[src/uecr_pkg.sv]
// shared constants and types of the usb endpoint control register block
package uecr_pkg;

  // ----------------------------------------------------------------
  // register indices (byte address is four times the index)
  // ----------------------------------------------------------------
  localparam logic [15:0] IDX_SETUP_BASE = 16'h0CE8;
  localparam logic [15:0] IDX_TOGGLE_CTL = 16'hC7D7;
  localparam logic [15:0] IDX_FRAME_LOW = 16'hC7D8;
  localparam logic [15:0] IDX_FRAME_HIGH = 16'hC7D9;
  localparam logic [15:0] IDX_DEV_ADDR = 16'hC7DB;
  localparam logic [15:0] IDX_EP_PAIRING = 16'hC7DD;
  localparam logic [15:0] IDX_IN_ACTIVE = 16'hC7DE;
  localparam logic [15:0] IDX_OUT_ACTIVE = 16'hC7DF;
  localparam logic [15:0] IDX_ISO_IN_ACTIVE = 16'hC7E0;
  localparam logic [15:0] IDX_ISO_OUT_ACTIVE = 16'hC7E1;
  localparam logic [15:0] IDX_ISO_OUT_START = 16'hC7F0;
  localparam logic [15:0] IDX_ISO_IN_START = 16'hC7F8;

  // ----------------------------------------------------------------
  // field positions
  // ----------------------------------------------------------------
  localparam int TGL_VALUE_BIT = 7;
  localparam int TGL_SET_BIT = 6;
  localparam int TGL_CLR_BIT = 5;
  localparam int TGL_DIR_BIT = 4;
  localparam int ZERO_LEN_BIT = 7;
  localparam int START_LSB = 2;

  // ----------------------------------------------------------------
  // sizes and reset values
  // ----------------------------------------------------------------
  localparam int EP_COUNT = 6;
  localparam logic [3:0] ISO_EP_NUM = 4'h8;
  localparam logic [2:0] EP_NUM_MAX = 3'h5;
  localparam logic [7:0] PAIRING_MASK = 8'h9F;
  localparam logic [5:0] ACTIVE_RESET = 6'h01;
  localparam logic [6:0] DEV_ADDR_RESET = 7'h00;

  typedef struct packed {
    logic dirIn;
    logic [3:0] num;
  } uecr_ep_t;

  typedef struct packed {
    logic [6:0] addr;
    uecr_ep_t ep;
  } uecr_token_t;

  typedef struct packed {
    logic respond;
    logic zeroLen;
    logic toggle;
  } uecr_verdict_t;

endpackage

[src/uecr_top.sv]
// usb endpoint control and status registers with avalon-mm slave
//
// Our own choice: register access over Avalon-MM.
`timescale 1ns/100ps
`default_nettype none

module uecr_top
  import uecr_pkg::*;
(
  input wire logic clk,
  input wire logic nrst,
  input wire logic [17:0] avs_address,
  input wire logic avs_read,
  input wire logic avs_write,
  input wire logic [31:0] avs_writedata,
  input wire logic [3:0] avs_byteenable,
  output logic [31:0] avs_readdata,
  output logic avs_waitrequest,
  input wire logic sofValid,
  input wire logic [10:0] sofFrame,
  input wire logic addrSetValid,
  input wire logic [6:0] addrSetValue,
  input wire logic setupByteValid,
  input wire logic [2:0] setupByteIndex,
  input wire logic [7:0] setupByteData,
  input wire logic tokenValid,
  input wire uecr_token_t token,
  input wire logic isoInFifoEmpty,
  input wire logic toggleFlip,
  input wire uecr_ep_t toggleEp,
  output uecr_verdict_t verdict,
  output logic [4:0] pairing,
  output logic [9:0] isoOutStart,
  output logic [9:0] isoInStart
);

  // ----------------------------------------------------------------
  // decode helpers
  // ----------------------------------------------------------------
  function automatic logic [3:0] tglIndex(input logic dirIn, input logic [2:0] num);
    tglIndex = dirIn ? 4'(num) + 4'h6 : 4'(num);
  endfunction

  logic [5:0] inActive;
  logic [5:0] outActive;
  logic isoInActive;
  logic isoOutActive;

  function automatic logic epActive(input uecr_ep_t ep, input logic [5:0] inAct,
                                    input logic [5:0] outAct, input logic isoIn,
                                    input logic isoOut);
    if (ep.num == ISO_EP_NUM) begin
      epActive = ep.dirIn ? isoIn : isoOut;
    end else if (ep.num <= 4'(EP_NUM_MAX)) begin
      epActive = ep.dirIn ? inAct[ep.num[2:0]] : outAct[ep.num[2:0]];
    end else begin
      epActive = 1'b0;
    end
  endfunction

  // ----------------------------------------------------------------
  // avalon slave handshake
  // ----------------------------------------------------------------
  // fixed one wait state: request seen, answer prepared, then released
  logic busReq;
  logic busAck;
  logic [15:0] regIdx;
  logic wrEn;
  logic [7:0] readMux;

  assign busReq = avs_read | avs_write;
  assign avs_waitrequest = busReq & ~busAck;
  assign regIdx = avs_address[17:2];
  assign wrEn = avs_write & busAck & avs_byteenable[0];

  always_ff @(posedge clk or negedge nrst) begin
    if (!nrst) begin
      busAck <= 1'b0;
    end else begin
      busAck <= busReq & ~busAck;
    end
  end

  always_ff @(posedge clk or negedge nrst) begin
    if (!nrst) begin
      avs_readdata <= 32'h0000_0000;
    end else if (avs_read && !busAck) begin
      avs_readdata <= {24'h00_0000, readMux};
    end
  end

  // ----------------------------------------------------------------
  // toggle control
  // ----------------------------------------------------------------
  logic [2:0] selNum;
  logic selDirIn;
  logic [11:0] toggles;
  logic tglWr;
  logic tglSet;
  logic tglClr;
  logic [2:0] wrNum;
  logic wrDirIn;
  logic wrSelValid;
  logic [3:0] wrSelIdx;
  logic selQ;

  assign tglWr = wrEn && (regIdx == IDX_TOGGLE_CTL);
  assign tglSet = tglWr & avs_writedata[TGL_SET_BIT];
  assign tglClr = tglWr & avs_writedata[TGL_CLR_BIT];
  assign wrNum = avs_writedata[2:0];
  assign wrDirIn = avs_writedata[TGL_DIR_BIT];
  // strobes act on the selector carried in the same write
  assign wrSelValid = (wrNum <= EP_NUM_MAX);
  assign wrSelIdx = tglIndex(wrDirIn, wrNum);
  // out-of-range selector reads DATA0 rather than a stray bit
  assign selQ = (selNum <= EP_NUM_MAX) ? toggles[tglIndex(selDirIn, selNum)] : 1'b0;

  always_ff @(posedge clk or negedge nrst) begin
    if (!nrst) begin
      selNum <= 3'h0;
      selDirIn <= 1'b0;
    end else if (tglWr) begin
      selNum <= wrNum;
      selDirIn <= wrDirIn;
    end
  end

  generate
    for (genvar j = 0; j < 2 * EP_COUNT; j++) begin : g_toggle
      localparam logic JIN = (j >= EP_COUNT);
      localparam logic [2:0] JNUM = 3'(j % EP_COUNT);
      always_ff @(posedge clk or negedge nrst) begin
        if (!nrst) begin
          toggles[j] <= 1'b0;
        end else if ((tglSet || tglClr) && wrSelValid && wrSelIdx == 4'(j)) begin
          toggles[j] <= ~tglClr;
        end else if (toggleFlip && toggleEp.dirIn == JIN && toggleEp.num == {1'b0, JNUM}) begin
          toggles[j] <= ~toggles[j];
        end
      end
    end
  endgenerate

  // ----------------------------------------------------------------
  // frame count and function address
  // ----------------------------------------------------------------
  logic [10:0] frameCount;
  logic [6:0] deviceAddress;

  always_ff @(posedge clk or negedge nrst) begin
    if (!nrst) begin
      frameCount <= 11'h000;
    end else if (sofValid) begin
      frameCount <= sofFrame;
    end
  end

  // address zero is never taken; it is the default before enumeration
  always_ff @(posedge clk or negedge nrst) begin
    if (!nrst) begin
      deviceAddress <= DEV_ADDR_RESET;
    end else if (addrSetValid && addrSetValue != 7'h00) begin
      deviceAddress <= addrSetValue;
    end
  end

  // ----------------------------------------------------------------
  // software configuration registers
  // ----------------------------------------------------------------
  logic [7:0] pairingReg;
  logic [5:0] isoOutStartReg;
  logic [5:0] isoInStartReg;

  always_ff @(posedge clk or negedge nrst) begin
    if (!nrst) begin
      pairingReg <= 8'h00;
    end else if (wrEn && regIdx == IDX_EP_PAIRING) begin
      pairingReg <= avs_writedata[7:0] & PAIRING_MASK;
    end
  end

  always_ff @(posedge clk or negedge nrst) begin
    if (!nrst) begin
      inActive <= ACTIVE_RESET;
      outActive <= ACTIVE_RESET;
      isoInActive <= 1'b0;
      isoOutActive <= 1'b0;
    end else if (wrEn) begin
      if (regIdx == IDX_IN_ACTIVE) begin
        inActive <= avs_writedata[5:0];
      end
      if (regIdx == IDX_OUT_ACTIVE) begin
        outActive <= avs_writedata[5:0];
      end
      if (regIdx == IDX_ISO_IN_ACTIVE) begin
        isoInActive <= avs_writedata[0];
      end
      if (regIdx == IDX_ISO_OUT_ACTIVE) begin
        isoOutActive <= avs_writedata[0];
      end
    end
  end

  always_ff @(posedge clk or negedge nrst) begin
    if (!nrst) begin
      isoOutStartReg <= 6'h00;
      isoInStartReg <= 6'h00;
    end else if (wrEn) begin
      if (regIdx == IDX_ISO_OUT_START) begin
        isoOutStartReg <= avs_writedata[7:START_LSB];
      end
      if (regIdx == IDX_ISO_IN_START) begin
        isoInStartReg <= avs_writedata[7:START_LSB];
      end
    end
  end

  assign pairing = pairingReg[4:0];
  assign isoOutStart = {isoOutStartReg, 4'h0};
  assign isoInStart = {isoInStartReg, 4'h0};

  // ----------------------------------------------------------------
  // setup packet buffer
  // ----------------------------------------------------------------
  logic [7:0] setupBuf [8];

  always_ff @(posedge clk or negedge nrst) begin
    if (!nrst) begin
      for (int k = 0; k < 8; k++) begin
        setupBuf[k] <= 8'h00;
      end
    end else if (setupByteValid) begin
      setupBuf[setupByteIndex] <= setupByteData;
    end
  end

  // ----------------------------------------------------------------
  // read multiplexer
  // ----------------------------------------------------------------
  always_comb begin
    readMux = 8'h00;
    if (regIdx[15:3] == IDX_SETUP_BASE[15:3]) begin
      readMux = setupBuf[regIdx[2:0]];
    end else begin
      unique case (regIdx)
        IDX_TOGGLE_CTL: readMux = {selQ, 2'b00, selDirIn, 1'b0, selNum};
        IDX_FRAME_LOW: readMux = frameCount[7:0];
        IDX_FRAME_HIGH: readMux = {5'h00, frameCount[10:8]};
        IDX_DEV_ADDR: readMux = {1'b0, deviceAddress};
        IDX_EP_PAIRING: readMux = pairingReg;
        IDX_IN_ACTIVE: readMux = {2'b00, inActive};
        IDX_OUT_ACTIVE: readMux = {2'b00, outActive};
        IDX_ISO_IN_ACTIVE: readMux = {7'h00, isoInActive};
        IDX_ISO_OUT_ACTIVE: readMux = {7'h00, isoOutActive};
        IDX_ISO_OUT_START: readMux = {isoOutStartReg, 2'b00};
        IDX_ISO_IN_START: readMux = {isoInStartReg, 2'b00};
        default: readMux = 8'h00;
      endcase
    end
  end

  // ----------------------------------------------------------------
  // token verdict toward the protocol engine
  // ----------------------------------------------------------------
  logic addrMatch;
  logic tokActive;
  logic isoInTok;
  logic tokToggle;

  assign addrMatch = (token.addr == deviceAddress);
  assign tokActive = epActive(token.ep, inActive, outActive, isoInActive, isoOutActive);
  assign isoInTok = token.ep.dirIn && token.ep.num == ISO_EP_NUM;
  assign tokToggle = (token.ep.num <= 4'(EP_NUM_MAX)) ?
                     toggles[tglIndex(token.ep.dirIn, token.ep.num[2:0])] : 1'b0;

  // verdict is a one-cycle pulse one edge after the token strobe
  always_ff @(posedge clk or negedge nrst) begin
    if (!nrst) begin
      verdict <= '0;
    end else begin
      verdict <= '0;
      if (tokenValid && addrMatch && tokActive) begin
        if (isoInTok && isoInFifoEmpty) begin
          verdict.respond <= pairingReg[ZERO_LEN_BIT];
          verdict.zeroLen <= pairingReg[ZERO_LEN_BIT];
        end else begin
          verdict.respond <= 1'b1;
          verdict.toggle <= tokToggle;
        end
      end
    end
  end
endmodule

`default_nettype wire

[config.mk]
export PLATFORM = sky130hd
export DESIGN_NAME = uecr_top
export DESIGN_NICKNAME = d
export VERILOG_FILES = /design/src/uecr_pkg.sv /design/src/uecr_top.sv
export SDC_FILE = /design/constraint.sdc
export NUM_CORES = 1
export LEC_CHECK = 0
export ABC_CLOCK_PERIOD_IN_PS = 5000
export BUFFER_PORTS_ARGS = -buffer_cell sky130_fd_sc_hd__buf_2
export CAP_MARGIN = 20
export CORE_MARGIN = 2
export CORE_UTILIZATION = 50
export DETAILED_ROUTE_END_ITERATION = 7
export GPL_TIMING_DRIVEN = 0
export PLACE_DENSITY = 0.74
export SYNTH_ARGS = -nofsm -noshare
export SYNTH_HDL_FRONTEND = slang
export SYNTH_SLANG_ARGS = --single-unit
[constraint.sdc]
create_clock -name clk -period 5 [get_ports clk]
set_input_delay 1 -clock clk [delete_from_list [all_inputs] [get_ports clk]]
set_output_delay 1 -clock clk [all_outputs]
set_load 0.05 [all_outputs]
Word-level counts from Yosys, hierarchy flattened
Cells that the tools add are included.

Bitwise logic cells: 23. Multiplexer cells: 53. Reductions and logical operators: 59. Order comparisons: 9. Add/sub/neg operators: 3. Equal/unequal tests: 30.

Operators with widths (count): $eq A16 B16 Y1 const B (11); $pmux W8 S11 (1); $bwmux W64 (1); $mux W1 (37); $logic_and A1 B1 Y1 (36); $mux W8 (4); $bmux W8 S3 (1); $demux W8 S3 (1); $eq A4 B3 Y1 const B (6); $reduce_bool A2 Y1 (12); $eq A4 B4 Y1 const B (5); $eq A4 B2 Y1 const B (4); $not A1 Y1 (15); $eq A13 B9 Y1 const B (1); $add A3 B3 Y4 const B (3); $mux W4 (3); $reduce_and A2 Y1 (6); $lt A4 B5 Y1 const B (2); $bmux W1 S4 (2); $eq A4 B1 Y1 const B (2); $ge A4 B4 Y1 const B (2); $logic_not A4 Y1 (2); $not A3 Y4 (2); $eq A7 B7 Y1 (1); 11 further kinds (17).

Bits of input ports: 110. Flip-flop bits (word level): 142. Output and inout bits: 61. Word-level logic and storage cells: 213.

Longest topological paths before layout
Word-level depth: 8. Mapped depth: 9.

Worst setup path before layout
Ideal clock, no wire load.

Path type: input-to-output. Start point: in avs_write. End point: out avs_waitrequest. Cell stages on the path: 2. Setup slack: 2.303 ns. Data arrival time: 1.697 ns. Cell sequence: nor2_1 nor2_1.

Longest elaborated chain between the ends: 2.

Ends and longest elaborated chain: start: declaration (RTL line uecr_top.sv:14) `input wire logic avs_write,`; $or A1 B1 Y1 (RTL line uecr_top.sv:71) `assign busReq = avs_read | avs_write;`; $and A1 B1 Y1 (RTL line uecr_top.sv:72) `assign avs_waitrequest = busReq & ~busAck;`; end: declaration (RTL line uecr_top.sv:18) `output logic avs_waitrequest,`.

Every way passes these cells.

Worst setup path in the final report
Start point: in avs_address[3]. End point: reg avs_readdata[4].

Longest elaborated chain between the ends: 5.

Ends and longest elaborated chain: start: declaration (RTL line uecr_top.sv:12) `input wire logic [17:0] avs_address,`; $not A3 Y4 (not written as such) (RTL line uecr_top.sv:243) `readMux = setupBuf[regIdx[2:0]];`; $bmux W8 S3 (RTL line uecr_top.sv:243); $mux W8 (not written as such) (2 in series) (RTL line uecr_top.sv:243); $mux W8 (*) (RTL line uecr_top.sv:242) `if (regIdx[15:3] == IDX_SETUP_BASE[15:3]) begin`; end signal: assignment (RTL line uecr_top.sv:88) `avs_readdata <= {24'h00_0000, readMux};`; end: declaration (RTL line uecr_top.sv:17) `output logic [31:0] avs_readdata,`.

Mark *: on every way between the ends. The rest lies on a longest branch, timed or not. The select of a mux whose other input is x is not followed. A chain may end at the register's enable or synchronous reset.

==> metrics <==
Async SR Flop Fraction 100%; CP Cell Sequence buf_2, buf_2, mux4_2, mux2i_1, nor2_1, a2111oi_0, o21ai_0; crit-path max FO 10; Die Wd around 130 um; Fin. Hold Viols 0; clk buf depth 2; Least-Margin Pin Slew 945 ps; largest net degree at the start of global routing 107; Sink Count approximately 140; Seq/Total Area, Yosys 45.1%; Avg Inst Size Synth 11.9 um2; Starting DRT DRC Count 445; synthesized area 7890 um2; DR vias/cell approximately 5.7; share of cells above drive strength 1 40.7%; CTS root buffer clkbuf_16; vias in the first global route 6,133; Peak VDD IR 0.335 mV; Worst R2R Setup Slack 2850 ps; Fillers 1,223; largest area contributor in the netlist dfrtp_1; crit path from avs_address[3]; Critical Path RT 5290 ps; Placed Area 8810 um2; Starting Density 51.5%; final worst-path cycle share 58.3%; Synth area leaders dfrtp_1 44%, mux2_2 16%, mux4_2 6.9%; Setup crit start kind input pin; DRC Markers 0; Simple-Gate Fraction of Synth Area 14.0%; EDFF count, synth 0; fin nets 935; final antenna-violating net count 0; Top delay family on crit path multiplexers; slowest stage delay, CP 590 ps; pre-CTS WS 1540 ps; Slew headroom 36.6%; top_reg_cell synth dfrtp_1; type of the worst min-delay path in -> async; post-synthesis adder-cell area fraction 1.11%; worst r2r src busAck$_DFF_PN0_; mux cell area share after synthesis 25.9%; Reg clk slew, reported paths 70 ps; xor/xnor share of the synthesized area 2.55%; postcts setup bufs 0; Ports 171; TritonRoute pass-1 iters 5; TritonCTS clock tree done; cell count after synthesis 665; Pwr Total 3.39 mW; total core area 15,300 um2; top-count cell post-synth dfrtp_1; static leakage ~4.3 nW; final std cells w/o fill between 1k and 1.5k; H-tree depth 4; final core occ 61.4%; crit path max-delay cell type a2111oi_0; top cell type's share of synthesized area 44.4%; design area roughly 9400 um2; post-cts resize count 0; total die area 16,800 um2; DPL Wire Length roughly 15 mm; post-synthesis cell type count 64; RSZ-0062 raised after global routing no; n_diodes 0; crit end category flop; initial antenna violation count 0; Max Cap Viol 0; critical path buffer and inverter count 2; Final Critical Period 2920 ps; via count approximately 6.0k; P per Cell Area about 360 nW/um2; Worst-Skew Late Latency 430 ps; first-pass GRT wire length 32.8 mm; IO Port Bufs 100; Slew Limit Fails 0; Min Hold Slack 462 ps; Max Clk Rate 343 MHz; post-DR wirelength/cell ~20 um; total track usage between 20% and 30%; Area Overhead vs Synth 19.3%; Compound-Gate Fraction of Synth Area 5.81%; Yosys warnings 0; GR Overflow Total 0; setup ws final around 2100 ps; Final Wtd Congestion 0.935; top post-synthesis cells by count 140 x dfrtp_1, 114 x mux2_2, 48 x nand2_1; kind of critical path in -> reg; Critical Path Most Common Cell buf_2; Yosys reg bits 142; Die H 130 um; Setup violations, final 0; Rows 45; sum of negative setup slack 0 ps; critical path arrival 3210 ps; total CTS buffers 17; Final Skew a little under 6 ps; DP Cell Count 1,008; largest family of logic cells by synthesized area multiplexers; final WL about 21 mm; CTS Hold Bufs 0; status finished clean
==> flip-flops by register name (all words and copies together), names as in the netlist, 3 cells and up <==
name / cells
selNum: 3
pairingReg: 6
setupBuf: 64
avs_readdata: 8
inActive: 6
verdict: 3
deviceAddress: 7
isoOutStartReg: 6
toggles: 12
isoInStartReg: 6
frameCount: 11
outActive: 6
==> power breakdown <==
part / switching (mW) / internal [mW]
Combinational: 0.334 / 0.320
Sequential: 0.135 / 1.33
Clock: 0.553 / 0.718
==> area by class of cell <==
cell class | count | area, um2 | area share [%]
plain buffers | 65 | 398 | 4.23
clock buffers | 18 | 439 | 4.67
clock inverters | 14 | 150 | 1.60
inverters | 9 | 33.8 | 0.359
multi-input cells | 480 | 4020 | 42.8
flip-flops and latches | 142 | 3560 | 37.8
well taps | 211 | 264 | 2.81
repair buffers | 103 | 544 | 5.79
==> layout by cell type, fill, tap and decap left out, types with 3 or more instances in the layout <==
cell type	n
xnor2_1	13
a2111oi_0	3
mux2_2	114
a22oi_1	7
inv_1	9
nor3_1	9
nor3b_1	3
mux2i_1	22
nor4b_1	5
clkbuf_1	14
nor4_1	5
a21oi_1	11
dfrtp_1	140
mux4_2	24
xor2_1	10
and4_1	5
o22ai_1	3
nor2b_1	7
nand4_1	11
nand2_1	48
a221oi_1	5
inv_6	6
nand2b_1	9
conb_1	32
or4_1	3
buf_4	37
a31oi_1	8
nor2_1	33
nor3_2	3
buf_2	111
nand3_1	16
clkbuf_16	17
and3_1	9
ha_1	7
and3b_1	3
nand4b_1	4
nand3b_1	6
o21ai_0	9
==> final timing paths <==
check	end	cells after the start
setup reg to reg	toggles[0]$_DFFE_PN0P_	5
hold reg to reg	avs_readdata[1]$_DFFE_PN0P_	2
max in group asynchronous	setupBuf[31]$_DFFE_PN0P_	2
setup / recovery	avs_readdata[4]$_DFFE_PN0P_	7
hold / removal	toggles[11]$_DFFE_PN0P_	1
min in group clk	avs_readdata[1]$_DFFE_PN0P_	2
==> routing by layer <==
| metal | routed length (um) | global-route usage (%) |
|---|---|---|
| met5 | 0 | 0 |
| met2 | 10700 | 45.2 |
| met1 | 8400 | 31.4 |
| met4 | 560 | 9.99 |
| met3 | 1060 | 5.33 |
==> cell families (layout without fill, tap and decap cells) <==
group | after synthesis | in the layout
compound gates | 65 | 65
xor+xnor | 23 | 23
fa+ha+maj | 7 | 7
buf+inv | 74 | 209
flops | 142 | 142
mux | 160 | 160
other cells | 1 | 32
simple gates | 193 | 193
No activity file was read; power rests on OpenSTA's default activity.
